===== config.mk =====
export PLATFORM = sky130hd
export DESIGN_NAME = spc_ctrl
export DESIGN_NICKNAME = d
export VERILOG_FILES = /design/src/rtl/spc_pkg.sv /design/src/rtl/spc_ctrl.sv /design/src/rtl/spc_sync.sv /design/src/rtl/spc_delay.sv
export VERILOG_INCLUDE_DIRS = /design/src /design/src/rtl
export SDC_FILE = /design/constraint.sdc
export NUM_CORES = 1
export LEC_CHECK = 0
export BUFFER_PORTS_ARGS = -buffer_cell sky130_fd_sc_hd__buf_2
export CAP_MARGIN = 20
export CORE_MARGIN = 4
export CORE_UTILIZATION = 30
export CTS_CLUSTER_DIAMETER = 100
export CTS_CLUSTER_SIZE = 28
export DETAILED_ROUTE_END_ITERATION = 8
export HOLD_SLACK_MARGIN = 0.06
export MAX_ROUTING_LAYER = met4
export PLACE_DENSITY_LB_ADDON = 0.08
export SLEW_MARGIN = 15
export SYNTH_ARGS = -nofsm -noshare
export SYNTH_HDL_FRONTEND = slang
export SYNTH_SLANG_ARGS = --single-unit
export TNS_END_PERCENT = 10

===== constraint.sdc =====
create_clock -name i_clock -period 3.5 [get_ports i_clock]
set_input_delay 0 -clock i_clock [delete_from_list [all_inputs] [get_ports i_clock]]
set_output_delay 0 -clock i_clock [all_outputs]
set_load 0.01 [all_outputs]

===== src/rtl/spc_map.svh =====
`ifndef SPC_MAP_SVH
`define SPC_MAP_SVH

// Oscillator stabilisation counts, in clock cycles
`define SPC_LONG_DELAY   12'hFE0
`define SPC_SHORT_DELAY  12'h004
// Reset values
`define SPC_XMASK_RST    1'b1
`define SPC_SMASK_RST    1'b1
`define SPC_DLY_RST      1'b1
`define SPC_HADDR_RST    8'h00

`endif


===== src/rtl/spc_pkg.sv =====
package spc_pkg;

    // Sequencer states
    typedef enum logic [2:0] {
        SPC_RUN,
        SPC_HALT,
        SPC_RECOVER,
        SPC_RESUME
    } spc_state_type;

    // Action handed back to the CPU core after recovery
    typedef enum logic [1:0] {
        SPC_ACT_NONE,
        SPC_ACT_NEXT,
        SPC_ACT_STACK
    } spc_action_type;

endpackage : spc_pkg


===== src/rtl/spc_ctrl.sv =====
`timescale 1ns/10ps
`include "spc_map.svh"
// Stop-mode power sequencer
module spc_ctrl
    import spc_pkg::*;
(
    // Clock, reset, enable
    input  wire logic       i_clock,
    input  wire logic       i_rst_b,
    input  wire logic       i_ce,
    // CPU core
    input  wire logic       i_stop_exec,      // Halt instruction decoded, pulse
    input  wire logic       i_stop_disable,   // Stop-disable condition bit
    input  wire logic       i_irq_mask,       // Maskable interrupt mask bit
    input  wire logic       i_xmask_clr,      // Software clears NMI mask, pulse
    input  wire logic       i_xmask_ack,      // NMI acknowledged by core, pulse
    input  wire logic       i_startup_delay_select, // Long delay when high
    input  wire logic       i_expanded,       // Expanded bus mode
    input  wire logic       i_wait_instruction, // Core in wait state
    input  wire logic [7:0] i_addr_hi,        // Upper address byte
    input  wire logic       i_phase_clk,      // Running bus phase clock
    input  wire logic       i_addr_strobe,    // Running address strobe
    input  wire logic [7:0] i_port_data,      // Port level in normal running
    // Pins
    input  wire logic       i_nonmaskable_int_pin_b,
    input  wire logic       i_irq_pin_b,
    // Status to core
    output logic            o_clock_run,
    output logic            o_osc_en,
    output logic            o_stop_nop,
    output logic            o_resume_next,
    output logic            o_stack_nmi,
    output logic            o_reset_vector,
    output logic            o_xmask,
    output logic            o_halted,
    // Pin outputs
    output logic [7:0]      o_high_address_port,
    output logic            o_phase_clk,
    output logic            o_strobe_in_or_addr_strobe
);
    spc_state_type state_q;     // Sequencer state
    spc_action_type act_q;      // Action to take after recovery
    logic          nmi_s;       // Synchronised NMI request
    logic          irq_s;       // Synchronised IRQ request
    logic          rst_seen_q;  // First cycle after reset
    logic          dly_start;   // Start of stabilisation wait
    logic          dly_done;    // End of stabilisation wait
    logic          wake;        // Any wake source

    // Pin synchronisers, active-low pins inverted before sync
    logic nmi_raw;
    logic irq_raw;
    spc_sync u_sync_nmi (
        .i_clock (i_clock),
        .i_rst_b (i_rst_b),
        .i_async (~i_nonmaskable_int_pin_b),
        .o_sync  (nmi_raw)
    );
    spc_sync u_sync_irq (
        .i_clock (i_clock),
        .i_rst_b (i_rst_b),
        .i_async (~i_irq_pin_b),
        .o_sync  (irq_raw)
    );
    assign nmi_s = nmi_raw;
    assign irq_s = irq_raw;

    // Wake on NMI always, IRQ only when unmasked
    assign wake = nmi_s | (irq_s & ~i_irq_mask);

    // Start wait on leaving halt
    assign dly_start = (state_q == SPC_HALT) && wake;

    // Stabilisation counter
    spc_delay u_delay (
        .i_clock (i_clock),
        .i_rst_b (i_rst_b),
        .i_ce    (i_ce),
        .i_start (dly_start),
        .i_long  (i_startup_delay_select),
        .o_done  (dly_done)
    );

    // Main sequencer
    always_ff @(posedge i_clock or negedge i_rst_b) begin
        if (!i_rst_b) begin
            state_q <= SPC_RUN;
            act_q   <= SPC_ACT_NONE;
        end else if (i_ce) begin
            case (state_q)
                SPC_RUN: begin
                    if (i_stop_exec && !i_stop_disable) begin
                        state_q <= SPC_HALT;
                    end
                end
                SPC_HALT: begin
                    if (wake) begin
                        state_q <= SPC_RECOVER;
                        // NMI with mask clear, or IRQ alone, selects stacking; masked NMI resumes
                        act_q   <= (nmi_s && !o_xmask) ? SPC_ACT_STACK
                                 : (nmi_s ? SPC_ACT_NEXT : SPC_ACT_STACK);
                    end
                end
                SPC_RECOVER: begin
                    if (dly_done) begin
                        state_q <= SPC_RESUME;
                    end
                end
                SPC_RESUME: begin
                    state_q <= SPC_RUN;
                    act_q   <= SPC_ACT_NONE;
                end
                default: begin
                    state_q <= SPC_RUN;
                end
            endcase
        end
    end

    // Clock and oscillator enables
    always_ff @(posedge i_clock or negedge i_rst_b) begin
        if (!i_rst_b) begin
            o_clock_run <= 1'b1;
            o_osc_en    <= 1'b1;
            o_halted    <= 1'b0;
        end else if (i_ce) begin
            // All clocks and oscillator off while halted
            o_clock_run <= !((state_q == SPC_RUN && i_stop_exec && !i_stop_disable)
                            || (state_q == SPC_HALT && !wake)
                            || state_q == SPC_RECOVER);
            o_osc_en    <= !(state_q == SPC_RUN && i_stop_exec && !i_stop_disable)
                           && !(state_q == SPC_HALT && !wake);
            o_halted    <= (state_q == SPC_RUN && i_stop_exec && !i_stop_disable)
                           || (state_q == SPC_HALT && !wake);
        end
    end

    // Result pulses to core
    always_ff @(posedge i_clock or negedge i_rst_b) begin
        if (!i_rst_b) begin
            o_stop_nop     <= 1'b0;
            o_resume_next  <= 1'b0;
            o_stack_nmi    <= 1'b0;
            o_reset_vector <= 1'b0;
            rst_seen_q     <= 1'b0;
        end else if (i_ce) begin
            o_stop_nop     <= (state_q == SPC_RUN) && i_stop_exec && i_stop_disable;
            o_resume_next  <= (state_q == SPC_RESUME) && (act_q == SPC_ACT_NEXT);
            o_stack_nmi    <= (state_q == SPC_RESUME) && (act_q == SPC_ACT_STACK);
            o_reset_vector <= !rst_seen_q;
            rst_seen_q     <= 1'b1;
        end
    end

    // NMI mask: hardware sets, software clears; set wins
    always_ff @(posedge i_clock or negedge i_rst_b) begin
        if (!i_rst_b) begin
            o_xmask <= `SPC_XMASK_RST;
        end else if (i_ce) begin
            if (i_xmask_ack) begin
                o_xmask <= 1'b1;
            end else if (i_xmask_clr) begin
                o_xmask <= 1'b0;
            end
        end
    end

    // Pin behaviour in normal, wait and halted states
    always_ff @(posedge i_clock or negedge i_rst_b) begin
        if (!i_rst_b) begin
            o_high_address_port        <= `SPC_HADDR_RST;
            o_phase_clk                <= 1'b0;
            o_strobe_in_or_addr_strobe <= 1'b0;
        end else if (i_ce) begin
            if (i_expanded) begin
                o_high_address_port <= i_addr_hi;
            end else if (state_q == SPC_RUN && !i_wait_instruction) begin
                o_high_address_port <= i_port_data;
            end  // Held otherwise
            // Entering halt lowers the strobes together with the clock gates
            if (state_q == SPC_RUN && !(i_stop_exec && !i_stop_disable)) begin
                o_phase_clk                <= i_phase_clk;
                o_strobe_in_or_addr_strobe <= i_expanded & i_addr_strobe;
            end else begin
                o_phase_clk                <= 1'b0;
                o_strobe_in_or_addr_strobe <= 1'b0;
            end
        end
    end
endmodule : spc_ctrl


===== src/rtl/spc_sync.sv =====
`timescale 1ns/10ps
// Two-stage synchroniser for one asynchronous level
module spc_sync (
    // Clock and reset
    input  wire logic i_clock,
    input  wire logic i_rst_b,
    // Data
    input  wire logic i_async,
    output logic      o_sync
);
    logic meta_q;  // First stage, read only by second stage

    // Capture and settle the pin level
    always_ff @(posedge i_clock or negedge i_rst_b) begin
        if (!i_rst_b) begin
            meta_q <= 1'b0;
            o_sync <= 1'b0;
        end else begin
            meta_q <= i_async;
            o_sync <= meta_q;
        end
    end
endmodule : spc_sync


===== src/rtl/spc_delay.sv =====
`timescale 1ns/10ps
`include "spc_map.svh"
// Down counter for oscillator stabilisation
module spc_delay (
    // Clock and reset
    input  wire logic i_clock,
    input  wire logic i_rst_b,
    input  wire logic i_ce,
    // Control
    input  wire logic i_start,
    input  wire logic i_long,
    output logic      o_done
);
    logic [11:0] cnt_q;  // Cycles left

    // Load on start, then count down to zero
    always_ff @(posedge i_clock or negedge i_rst_b) begin
        if (!i_rst_b) begin
            cnt_q  <= 12'h000;
            o_done <= 1'b0;
        end else if (i_ce) begin
            o_done <= 1'b0;
            if (i_start) begin
                cnt_q <= i_long ? `SPC_LONG_DELAY : `SPC_SHORT_DELAY;
            end else if (cnt_q != 12'h000) begin
                cnt_q <= cnt_q - 12'h001;
                if (cnt_q == 12'h001) begin
                    o_done <= 1'b1;
                end
            end
        end
    end
endmodule : spc_delay


Word-level counts from Yosys, hierarchy flattened
Index checks and enable logic that the tools add are counted.
{ "classes": {"reduce_logical": 34, "add_sub_neg": 1, "n_bitwise": 6, "mux": 20, "n_eq_ne": 9} }
{ "op_table": {"columns": ["operator", "n"], "rows": [
  ["2-to-1 mux 12 bit", 3],
  ["2-to-1 mux 8 bit", 2],
  ["equality test 12 x 1 -> 1 bit, second input constant", 1],
  ["logical AND 1 bit", 12],
  ["nonzero test 12 bit", 1],
  ["subtractor 12 x 1 -> 12 bit, second input constant", 1],
  ["logical NOT 1 bit", 9],
  ["2-to-1 mux 3 bit", 3],
  ["one-hot mux 3 bit (3 select lines)", 1],
  ["nonzero test 2 bit", 4],
  ["2-to-1 mux 1 bit", 7],
  ["equality test 3 x 2 -> 1 bit, second input constant", 2],
  ["2-to-1 mux 2 bit", 3],
  ["AND reduction 2 bit", 3],
  ["!= test 2 bit, second input constant", 2],
  ["one-hot mux 2 bit (2 select lines)", 1],
  ["AND reduction 4 bit", 1],
  ["equality test 3 x 1 -> 1 bit, second input constant", 1],
  ["logical NOT 3 bit", 1],
  ["inverter 1 bit", 3],
  ["AND reduction 3 bit", 1],
  ["AND 1 bit", 2],
  ["equality test 2 x 1 -> 1 bit, second input constant", 1],
  ["equality test 2 bit, second input constant", 1],
  ["3 further kinds", 4]
]} }
{ "totals": {"in_bits": 31, "word_cells": 90, "out_inout_bits": 18, "register_bits": 41} }

Longest topological paths before layout
Gate-level depths: netlist of run 1.
{ "logic_depth": {"word_depth": 8, "ltp_mapped": 7, "depth_no_buf": 7} }

By module
A second synthesis of run 1 with hierarchy kept.
{ "hier_totals": {"hier_cells": 204, "area_unflattened_um2": 2110.8} }
{ "modules_own_cells": {"columns": ["mod", "area_per_inst_um2", "n_inst", "cells_per_inst", "seq_area_each_um2"], "rows": [
  ["spc_ctrl", 1171.1, 1, 109, 579.3],
  ["spc_delay", 839.6, 1, 91, 325.3],
  ["spc_sync", 50.0, 2, 2, 50.0]
]} }

Least setup slack after synthesis of run 1
No wires, ideal clock.
{ "synth_path": {"path_kind": "reg2reg", "from": "reg u_delay.cnt_q[0]", "to": "reg u_delay.cnt_q[1]", "setup_time_ns": 0.129, "slack_ns": 1.473, "path_buffers": 0, "t_arrival_ns": 1.899, "required_ns": 3.371, "stages_incl_launch_ff": 7, "synth_period_minus_slack_ns": 2.027, "cell_sequence": "dfrtp_1 > inv_1 > ha_1 > or3b_2 > or4_4 > nand3_1 > o22ai_1"} }
{ "synth_between": {"elab_chain_len": 3, "word_cells_on_any_way": 6, "cone_classes": "add/sub: 1; mux: 2; reduce/logical: 3"} }
{ "synth_rtl": {"columns": ["item", "line", "rtl"], "rows": [
  ["from (decl)", "spc_delay.sv:14", "logic [11:0] cnt_q;"],
  ["from (signal assigned)", "spc_delay.sv:24", "cnt_q <= i_long ? `SPC_LONG_DELAY : `SPC_SHORT_DELAY;"],
  ["from (signal assigned)", "spc_delay.sv:26", "cnt_q <= cnt_q - 12'h001;"],
  ["subtractor 12 x 1 -> 12 bit / nonzero test 12 bit (equally long branches)", "spc_delay.sv:26, spc_delay.sv:25", null],
  ["2-to-1 mux 12 bit / nonzero test 2 bit (equally long branches)", null, null],
  ["2-to-1 mux 12 bit / AND reduction 2 bit (equally long branches)", null, null]
]} }
Parallel ways exist; a longest one is shown, timed or not. The select of a mux whose other input is x is not followed.
A chain may end at the register's enable or synchronous reset.

Final worst setup path of run 1
{ "layout_path": {"from": "reg u_delay.cnt_q[0]", "to": "reg u_delay.cnt_q[5]"} }
Same word-level chain as after synthesis.

==> results of run 1 <==
-- worst paths after layout --
path                       slack, ns                            to                          from  depth (start not counted)
max in group asynchronous       2.84           o_xmask$_DFFE_PN1P_                       i_rst_b                          3
setup reg to reg                1.32  u_delay.cnt_q[5]$_DFFE_PN0P_  u_delay.cnt_q[0]$_DFFE_PN0P_                          7
hold / removal                  0.08  u_delay.cnt_q[7]$_DFFE_PN0P_        i_startup_delay_select                          3
setup / recovery                1.32  u_delay.cnt_q[5]$_DFFE_PN0P_  u_delay.cnt_q[0]$_DFFE_PN0P_                          7
min in group asynchronous       0.13  u_delay.cnt_q[6]$_DFFE_PN0P_                       i_rst_b                          2
hold reg to reg                 0.36   u_sync_irq.o_sync$_DFF_PN0_   u_sync_irq.meta_q$_DFF_PN0_                          0
-- cell families (layout without fill, tap and decap cells) --
kind of cell | count (synthesis) | count (layout) | share of synthesized area
AND/OR/NAND/NOR | 61 | 61 | 0.1582
buffers and inverters | 24 | 97 | 0.06161
flip-flops | 40 | 40 | 0.4757
multiplexers | 10 | 10 | 0.04799
AO/OA/AOI/OAI | 66 | 66 | 0.2091
adder cells (fa/ha/maj) | 8 | 8 | 0.04740
-- power groups by stage --
stage          Combinational, uW  Sequential, uW  Clock (uW)
2_1_floorplan                452             732           0
3_3_place_gp                 594             760           0
3_5_place_dp                 588             756           0
4_1_cts                      617             749         406
5_1_grt                      697             779         421
6_report                     612             748         391
-- registers in the layout, indices dropped and copies added (netlist names), 2 cells and up --
register             cells
act_q                    2
state_q                  2
o_high_address_port      8
u_delay.cnt_q           12
-- layout make-up --
cell class	count	area share
clock buffers	5	0.02469
inverters	13	0.01750
multi-input cells	145	0.3505
flip-flops and latches	40	0.3604
clock inverters	3	0.01526
well taps	96	0.04309
repair buffers	76	0.1885
-- per-layer routing --
layer | vias to the layer above | track usage | part of all wire
met5 | - | - | 0
met4 | 0 | 0.04579 | 0.016
met3 | 10 | 0.02953 | 0.035
met2 | 34 | 0.2147 | 0.46
met1 | 817 | 0.1777 | 0.49
li1 | 899 | - | -
-- Yosys cell counts, types with 5 or more instances --
| cell | n |
|---|---|
| dfrtp_1 | 37 |
| inv_1 | 12 |
| a21oi_1 | 9 |
| nand2_1 | 22 |
| mux2i_1 | 9 |
| o21ai_0 | 22 |
| nor3_1 | 7 |
| nor2_1 | 8 |
| ha_1 | 8 |
| clkbuf_1 | 5 |
-- per-stage QoR --
step                      hold WS (ns)  std cells  power [uW]  setup WS, ns
final                          0.07951        378        1751         1.316
after global routing           0.09940        378        1897         1.154
after CTS                      0.07867        377        1772         1.320
after detailed placement        0.1468        344        1345         1.340
after global placement          0.1435        344        1354         1.353
after floorplan                -0.2956        209        1185         1.473
-- critical path: cells and delay by family, from the launching register on --
family / cells / cell delay (ns)
and+or+nand+nor: 3 / 0.96
DFF: 1 / 0.46
AOI/OAI and AO/OA: 2 / 0.36
adders and majority gates: 1 / 0.18
buffers and inverters: 1 / 0.12
==> results.md, run 1 <==
* Worst slew margin at 0.3861
* # resized after CTS at 0
* Synth Area per Inst at 10.11 um2
* DR vias at 1760
* Final instance area at 2788 um2
* Power share of the clock group at 0.223
* RSZ-0062 raised after global routing: no
* DRC violations left at 0
* Critical Path Sink Type: flip-flop
* Setup CP Type: flip-flop to flip-flop
* Commonest cells after routing, fill and taps aside: buf_2, dfrtp_1, dlygate4sd3_1
* Internal power at 1101 uW
* Die area at 8447 um2
* WL/cell at 13.85 um
* Top cells by area, synth: dfrtp_1, o21ai_0, ha_1
* Register area share after synthesis at 0.4757
* Setup tns final at 0 ns
* Vias in the first global route at 1903
* Sw frac at 0.3714
* CTS Sinks at 40
* Yosys cell types at 50
* Slew at the pin with the worst max-slew slack at 0.9147 ns
* DIE HEIGHT at 91.91 um
* Setup violations, final at 0
* Achievable clock frequency at 0.4578 GHz
* Ratio of cells with drive above 1 in the final layout at 0.2589
* Post-placement cell area at 2406 um2
* Core area at 6832 um2
* Diode count at 0
* CP max stage delay at 0.52 ns
* Finished Core Util at 0.4081
* Yosys reg bits at 40
* Initial core utilization at 0.3092
* TritonCTS Buffers at 5
* CTS Buffer Depth at 2
* GPL Wtd Cong at 0.8061
* H-tree Lvls at 2
* DRT Pass-1 Iters at 4
* Initial drt markers at 89
* Pwr/cell area at 628.2 nW/um2
* Fillers at 700
* Sw Pwr at 650.5 uW
* Total global routing overflow at 0
* Synth top area share at 0.4384
* # rows at 30
* Status: complete, no violations
* Crit-path slowest cell: or3b_2
* Antenna violations before repair at 0
* TritonCTS clock tree: done
* Post CTS Setup Buffer Count at 0
* HP Class: input pin to flip-flop
* I/O Buffers at 48
* Final hold violation count at 0
* LEAKAGE at 0.001260 uW
* Worst vdd ir at 0.2317 mV
* Largest net degree at the start of global routing at 41
* Tcrit/Tclk final at 0.6241
* Synthesized instance count at 209
* # Max-Cap Violations at 0
* Total area of sequential cells at 1005 um2
* Total GRT Usage at 0.1374
* First-pass GRT wire length at 9.135 mm
* Multi-input logic area at 977.2 um2
* Register share of total power at 0.427
* Total wire length at 5.234 mm
* Synth area leader: dfrtp_1
* Area Growth Syn to Fin at 31.99%
* Commonest non-fill, non-tap cell in the layout: buf_2
* Nets at 320
* Synth Flop Type: dfrtp_1
* CP Max Fanout at 7
* Clock Latency Late Sink at 0.30 ns
* Final Max Slew Viols at 0
* Min Tclk post-route at 2.184 ns
* Post-synth net total at 248
* Synth Cell Area at 2112 um2
* Number of flops mapped to enable cells by yosys at 0
* Number of vias per cell at 4.656
* CP Cell Sequence: inv_1, ha_1, or3b_2, nor4_4, nor3_1, o21a_1, o22a_1
* Synth warn at 0
* Comb power frac at 0.349
* Skew final at 0.007218 ns
* Die X at 91.91 um
* Worst EP required at 3.69 ns
* CTS clk-pin slew, worst paths at 0.09 ns
* Arr. time, crit path at 2.37 ns
* Worst Setup Start Kind: flip-flop
* CTS root buf: clkbuf_8
* Cts-stage hold buffer count at 25
* Asr flop ratio synth at 1.000
* Post-DRT Antenna Nets at 0
* I/O Pins at 49
* Post-DP HPWL at 3.421 mm
No activity file was read; power rests on OpenSTA's default activity.
==> inputs of run 2 (changes only) <==
Clock period 3.5 ns to 1.7 ns, I/O delays scaled along.
==> results.md, run 2 (synthesis results as in run 1) <==
* First-pass GRT wire length at 9.811 mm (was 9.135 mm)
* Pwr/cell area at 1349 nW/um2 (was 628.2 nW/um2)
* Setup CP Type: flip-flop to flip-flop (unchanged)
* GR Layer Usage met3 at 0.02953 (unchanged)
* Max FFs per register at 12 (unchanged)
* CP Max Fanout at 6 (was 7)
* H-tree Lvls at 2 (unchanged)
* TritonCTS Buffers at 5 (unchanged)
* Post-DP HPWL at 3.889 mm (was 3.421 mm)
* Crit-path slowest cell: or4_4 (was or3b_2)
* Initial core utilization at 0.3092 (unchanged)
* Worst slew margin at 0.6608 (was 0.3861)
* CTS clk-pin slew, worst paths at 0.09 ns (about the same)
* Final Max Slew Viols at 0 (unchanged)
* TritonCTS clock tree: done (unchanged)
* Number of vias per cell at 4.656 (about the same)
* Largest reg by FF count: u_delay.cnt_q (unchanged)
* DP Worst Slack at -0.2882 ns (was 1.340 ns)
* Die X at 91.91 um (unchanged)
* Diode count at 0 (unchanged)
* Fillers at 709 (was 700)
* Worst vdd ir at 0.4953 mV (was 0.2317 mV)
* Setup slack after layout at -0.1945 ns (was 1.316 ns)
* DRT Pass-1 Iters at 3 (was 4)
* Finished Core Util at 0.4500 (was 0.4081)
* Worst Setup Start Kind: flip-flop (unchanged)
* CTS root buf: clkbuf_8 (unchanged)
* Critical Path Sink Type: flip-flop (unchanged)
* # Max-Cap Violations at 0 (unchanged)
* Achievable clock frequency at 0.5278 GHz (was 0.4578 GHz)
* Met2 Track Usage GR at 0.2348 (was 0.2147)
* Commonest cells after routing, fill and taps aside: buf_2, buf_4, dfrtp_1 (was buf_2, dfrtp_1, dlygate4sd3_1)
* Total global routing overflow at 0 (unchanged)
* Vias in the first global route at 2013 (was 1903)
* Die area at 8447 um2 (unchanged)
* Setup violations, final at 12 (was 0)
* Total GRT Usage at 0.1487 (was 0.1374)
* Leading registers by flop count: u_delay.cnt_q x12, o_high_address_port x8 (unchanged)
* HP Class: input pin to flip-flop (unchanged)
* CTS Buffer Depth at 2 (unchanged)
* Final instance area at 3074 um2 (was 2788 um2)
* # rows at 30 (unchanged)
* DIE HEIGHT at 91.91 um (unchanged)
* Nets at 355 (was 320)
* Status: finished with violations (was complete, no violations)
* Worst EP required at 1.88 ns (was 3.69 ns)
* Area Growth Syn to Fin at 45.56% (was 31.99%)
* Arr. time, crit path at 2.08 ns (was 2.37 ns)
* Final hold violation count at 0 (unchanged)
* Tcrit/Tclk final at 1.114 (was 0.6241)
* DR vias at 1923 (was 1760)
* CTS Sinks at 40 (unchanged)
* Post-placement cell area at 2664 um2 (was 2406 um2)
* Cell family with most CP delay: simple AND/OR/NAND/NOR gates (unchanged)
* Skew final at 0.009022 ns (was 0.007218 ns)
* LEAKAGE at 0.001432 uW (was 0.001260 uW)
* WL/cell at 13.56 um (was 13.85 um)
* Ratio of cells with drive above 1 in the final layout at 0.3628 (was 0.2589)
* GPL Wtd Cong at 0.8197 (was 0.8061)
* I/O Buffers at 48 (unchanged)
* Min Tclk post-route at 1.894 ns (was 2.184 ns)
* Total area of sequential cells at 1005 um2 (unchanged)
* Clock Latency Late Sink at 0.30 ns (about the same)
* Failing checks: setup timing
* CP max stage delay at 0.59 ns (was 0.52 ns)
* RSZ-0062 raised after global routing: yes (was no)
* Total wire length at 5.601 mm (was 5.234 mm)
* CP Cell Sequence: or4_4, nor4_4, nor3_1, o21a_1, o22a_1 (was inv_1, ha_1, or3b_2, nor4_4, nor3_1, o21a_1, o22a_1)
* Initial drt markers at 59 (was 89)
* Largest net degree at the start of global routing at 27 (was 41)
* Most used routing layer in global routing: met2 (unchanged)
* I/O Pins at 49 (unchanged)
* Antenna violations before repair at 0 (unchanged)
* Commonest non-fill, non-tap cell in the layout: buf_2 (unchanged)
* Post-DRT Antenna Nets at 0 (unchanged)
* Core area at 6832 um2 (unchanged)
* GRT met1 Usage at 0.1983 (was 0.1777)
* Worst path bufs/invs at 0 (was 1)
* Slew at the pin with the worst max-slew slack at 0.5088 ns (was 0.9147 ns)
* DRC violations left at 0 (unchanged)
* Power consumption at 4148 uW (was 1751 uW)
* Multi-input logic area at 1013 um2 (was 977.2 um2)
-- run 2: changes by cell type in the layout (fill, tap and decap cells not counted), sizes merged --
cell,before,now
buf,51,86
-- run 2: repair_timing --
action | in CTS | in global routing
hold buffers | 25 | 0
buffers inserted | 2 | 0
cloned | 0 | 0
endpoints found under the hold margin | 54 | 0
setup endpoints to repair | 13 | 24
pin swaps | 4 | 0
gates resized for setup | 9 | 2
-- run 2: path summary, 6_finish.rpt --
kind                                                   start                                endpoint  cells past startpoint  slack, ns
max in group asynchronous                            i_rst_b            u_delay.cnt_q[9]$_DFFE_PN0P_                      3       0.99
worst max-delay path            u_delay.cnt_q[9]$_DFFE_PN0P_            u_delay.cnt_q[5]$_DFFE_PN0P_                      5      -0.19
min in group asynchronous                            i_rst_b                  state_q[1]$_DFFE_PN0P_                      2       0.14
worst max register to register  u_delay.cnt_q[9]$_DFFE_PN0P_            u_delay.cnt_q[5]$_DFFE_PN0P_                      5      -0.19
worst min register to register   u_sync_irq.meta_q$_DFF_PN0_             u_sync_irq.o_sync$_DFF_PN0_                      0       0.36
worst min-delay path                              i_expanded  o_strobe_in_or_addr_strobe$_DFFE_PN0P_                      3        0.1
-- run 2: layout make-up --
| cell class | instances | share of cell area |
|---|---|---|
| clock buffers | 5 | 0.02239 |
| repair buffers | 111 | 0.2523 |
| flip-flops and latches | 40 | 0.3268 |
| well taps | 96 | 0.03907 |
| multi-input cells | 145 | 0.3297 |
| clock inverters | 3 | 0.01384 |
| inverters | 13 | 0.01587 |
-- run 2: tightest hold or removal path: stages --
cell and delay (ns):
buf_2 0.19, nand3_1 0.11, o2bb2ai_1 0.06
-- run 2: layer usage --
metal  part of all wire  wire, um
met5                  0         0
met4             0.0098        55
met3              0.035       195
met2               0.47      2632
met1               0.49      2718
-- run 2: power breakdown --
part	internal [uW]	total, uW	leakage, uW	switching (uW)
Clock	435	795	0.0000541	360
Sequential	1240	1430	0.000486	191
Combinational	1010	1930	0.000891	912
Total	2690	4150	0.00143	1460
-- run 2: through the flow --
step           hold slack, ns  cells  setup TNS [ns]
2_1_floorplan         -0.2956    209          -1.849
3_3_place_gp         -0.07992    378          -2.888
3_5_place_dp         -0.08477    378          -3.023
4_1_cts               0.09520    413          -1.627
5_1_grt                0.1062    413          -2.747
6_report              0.09841    413          -1.553
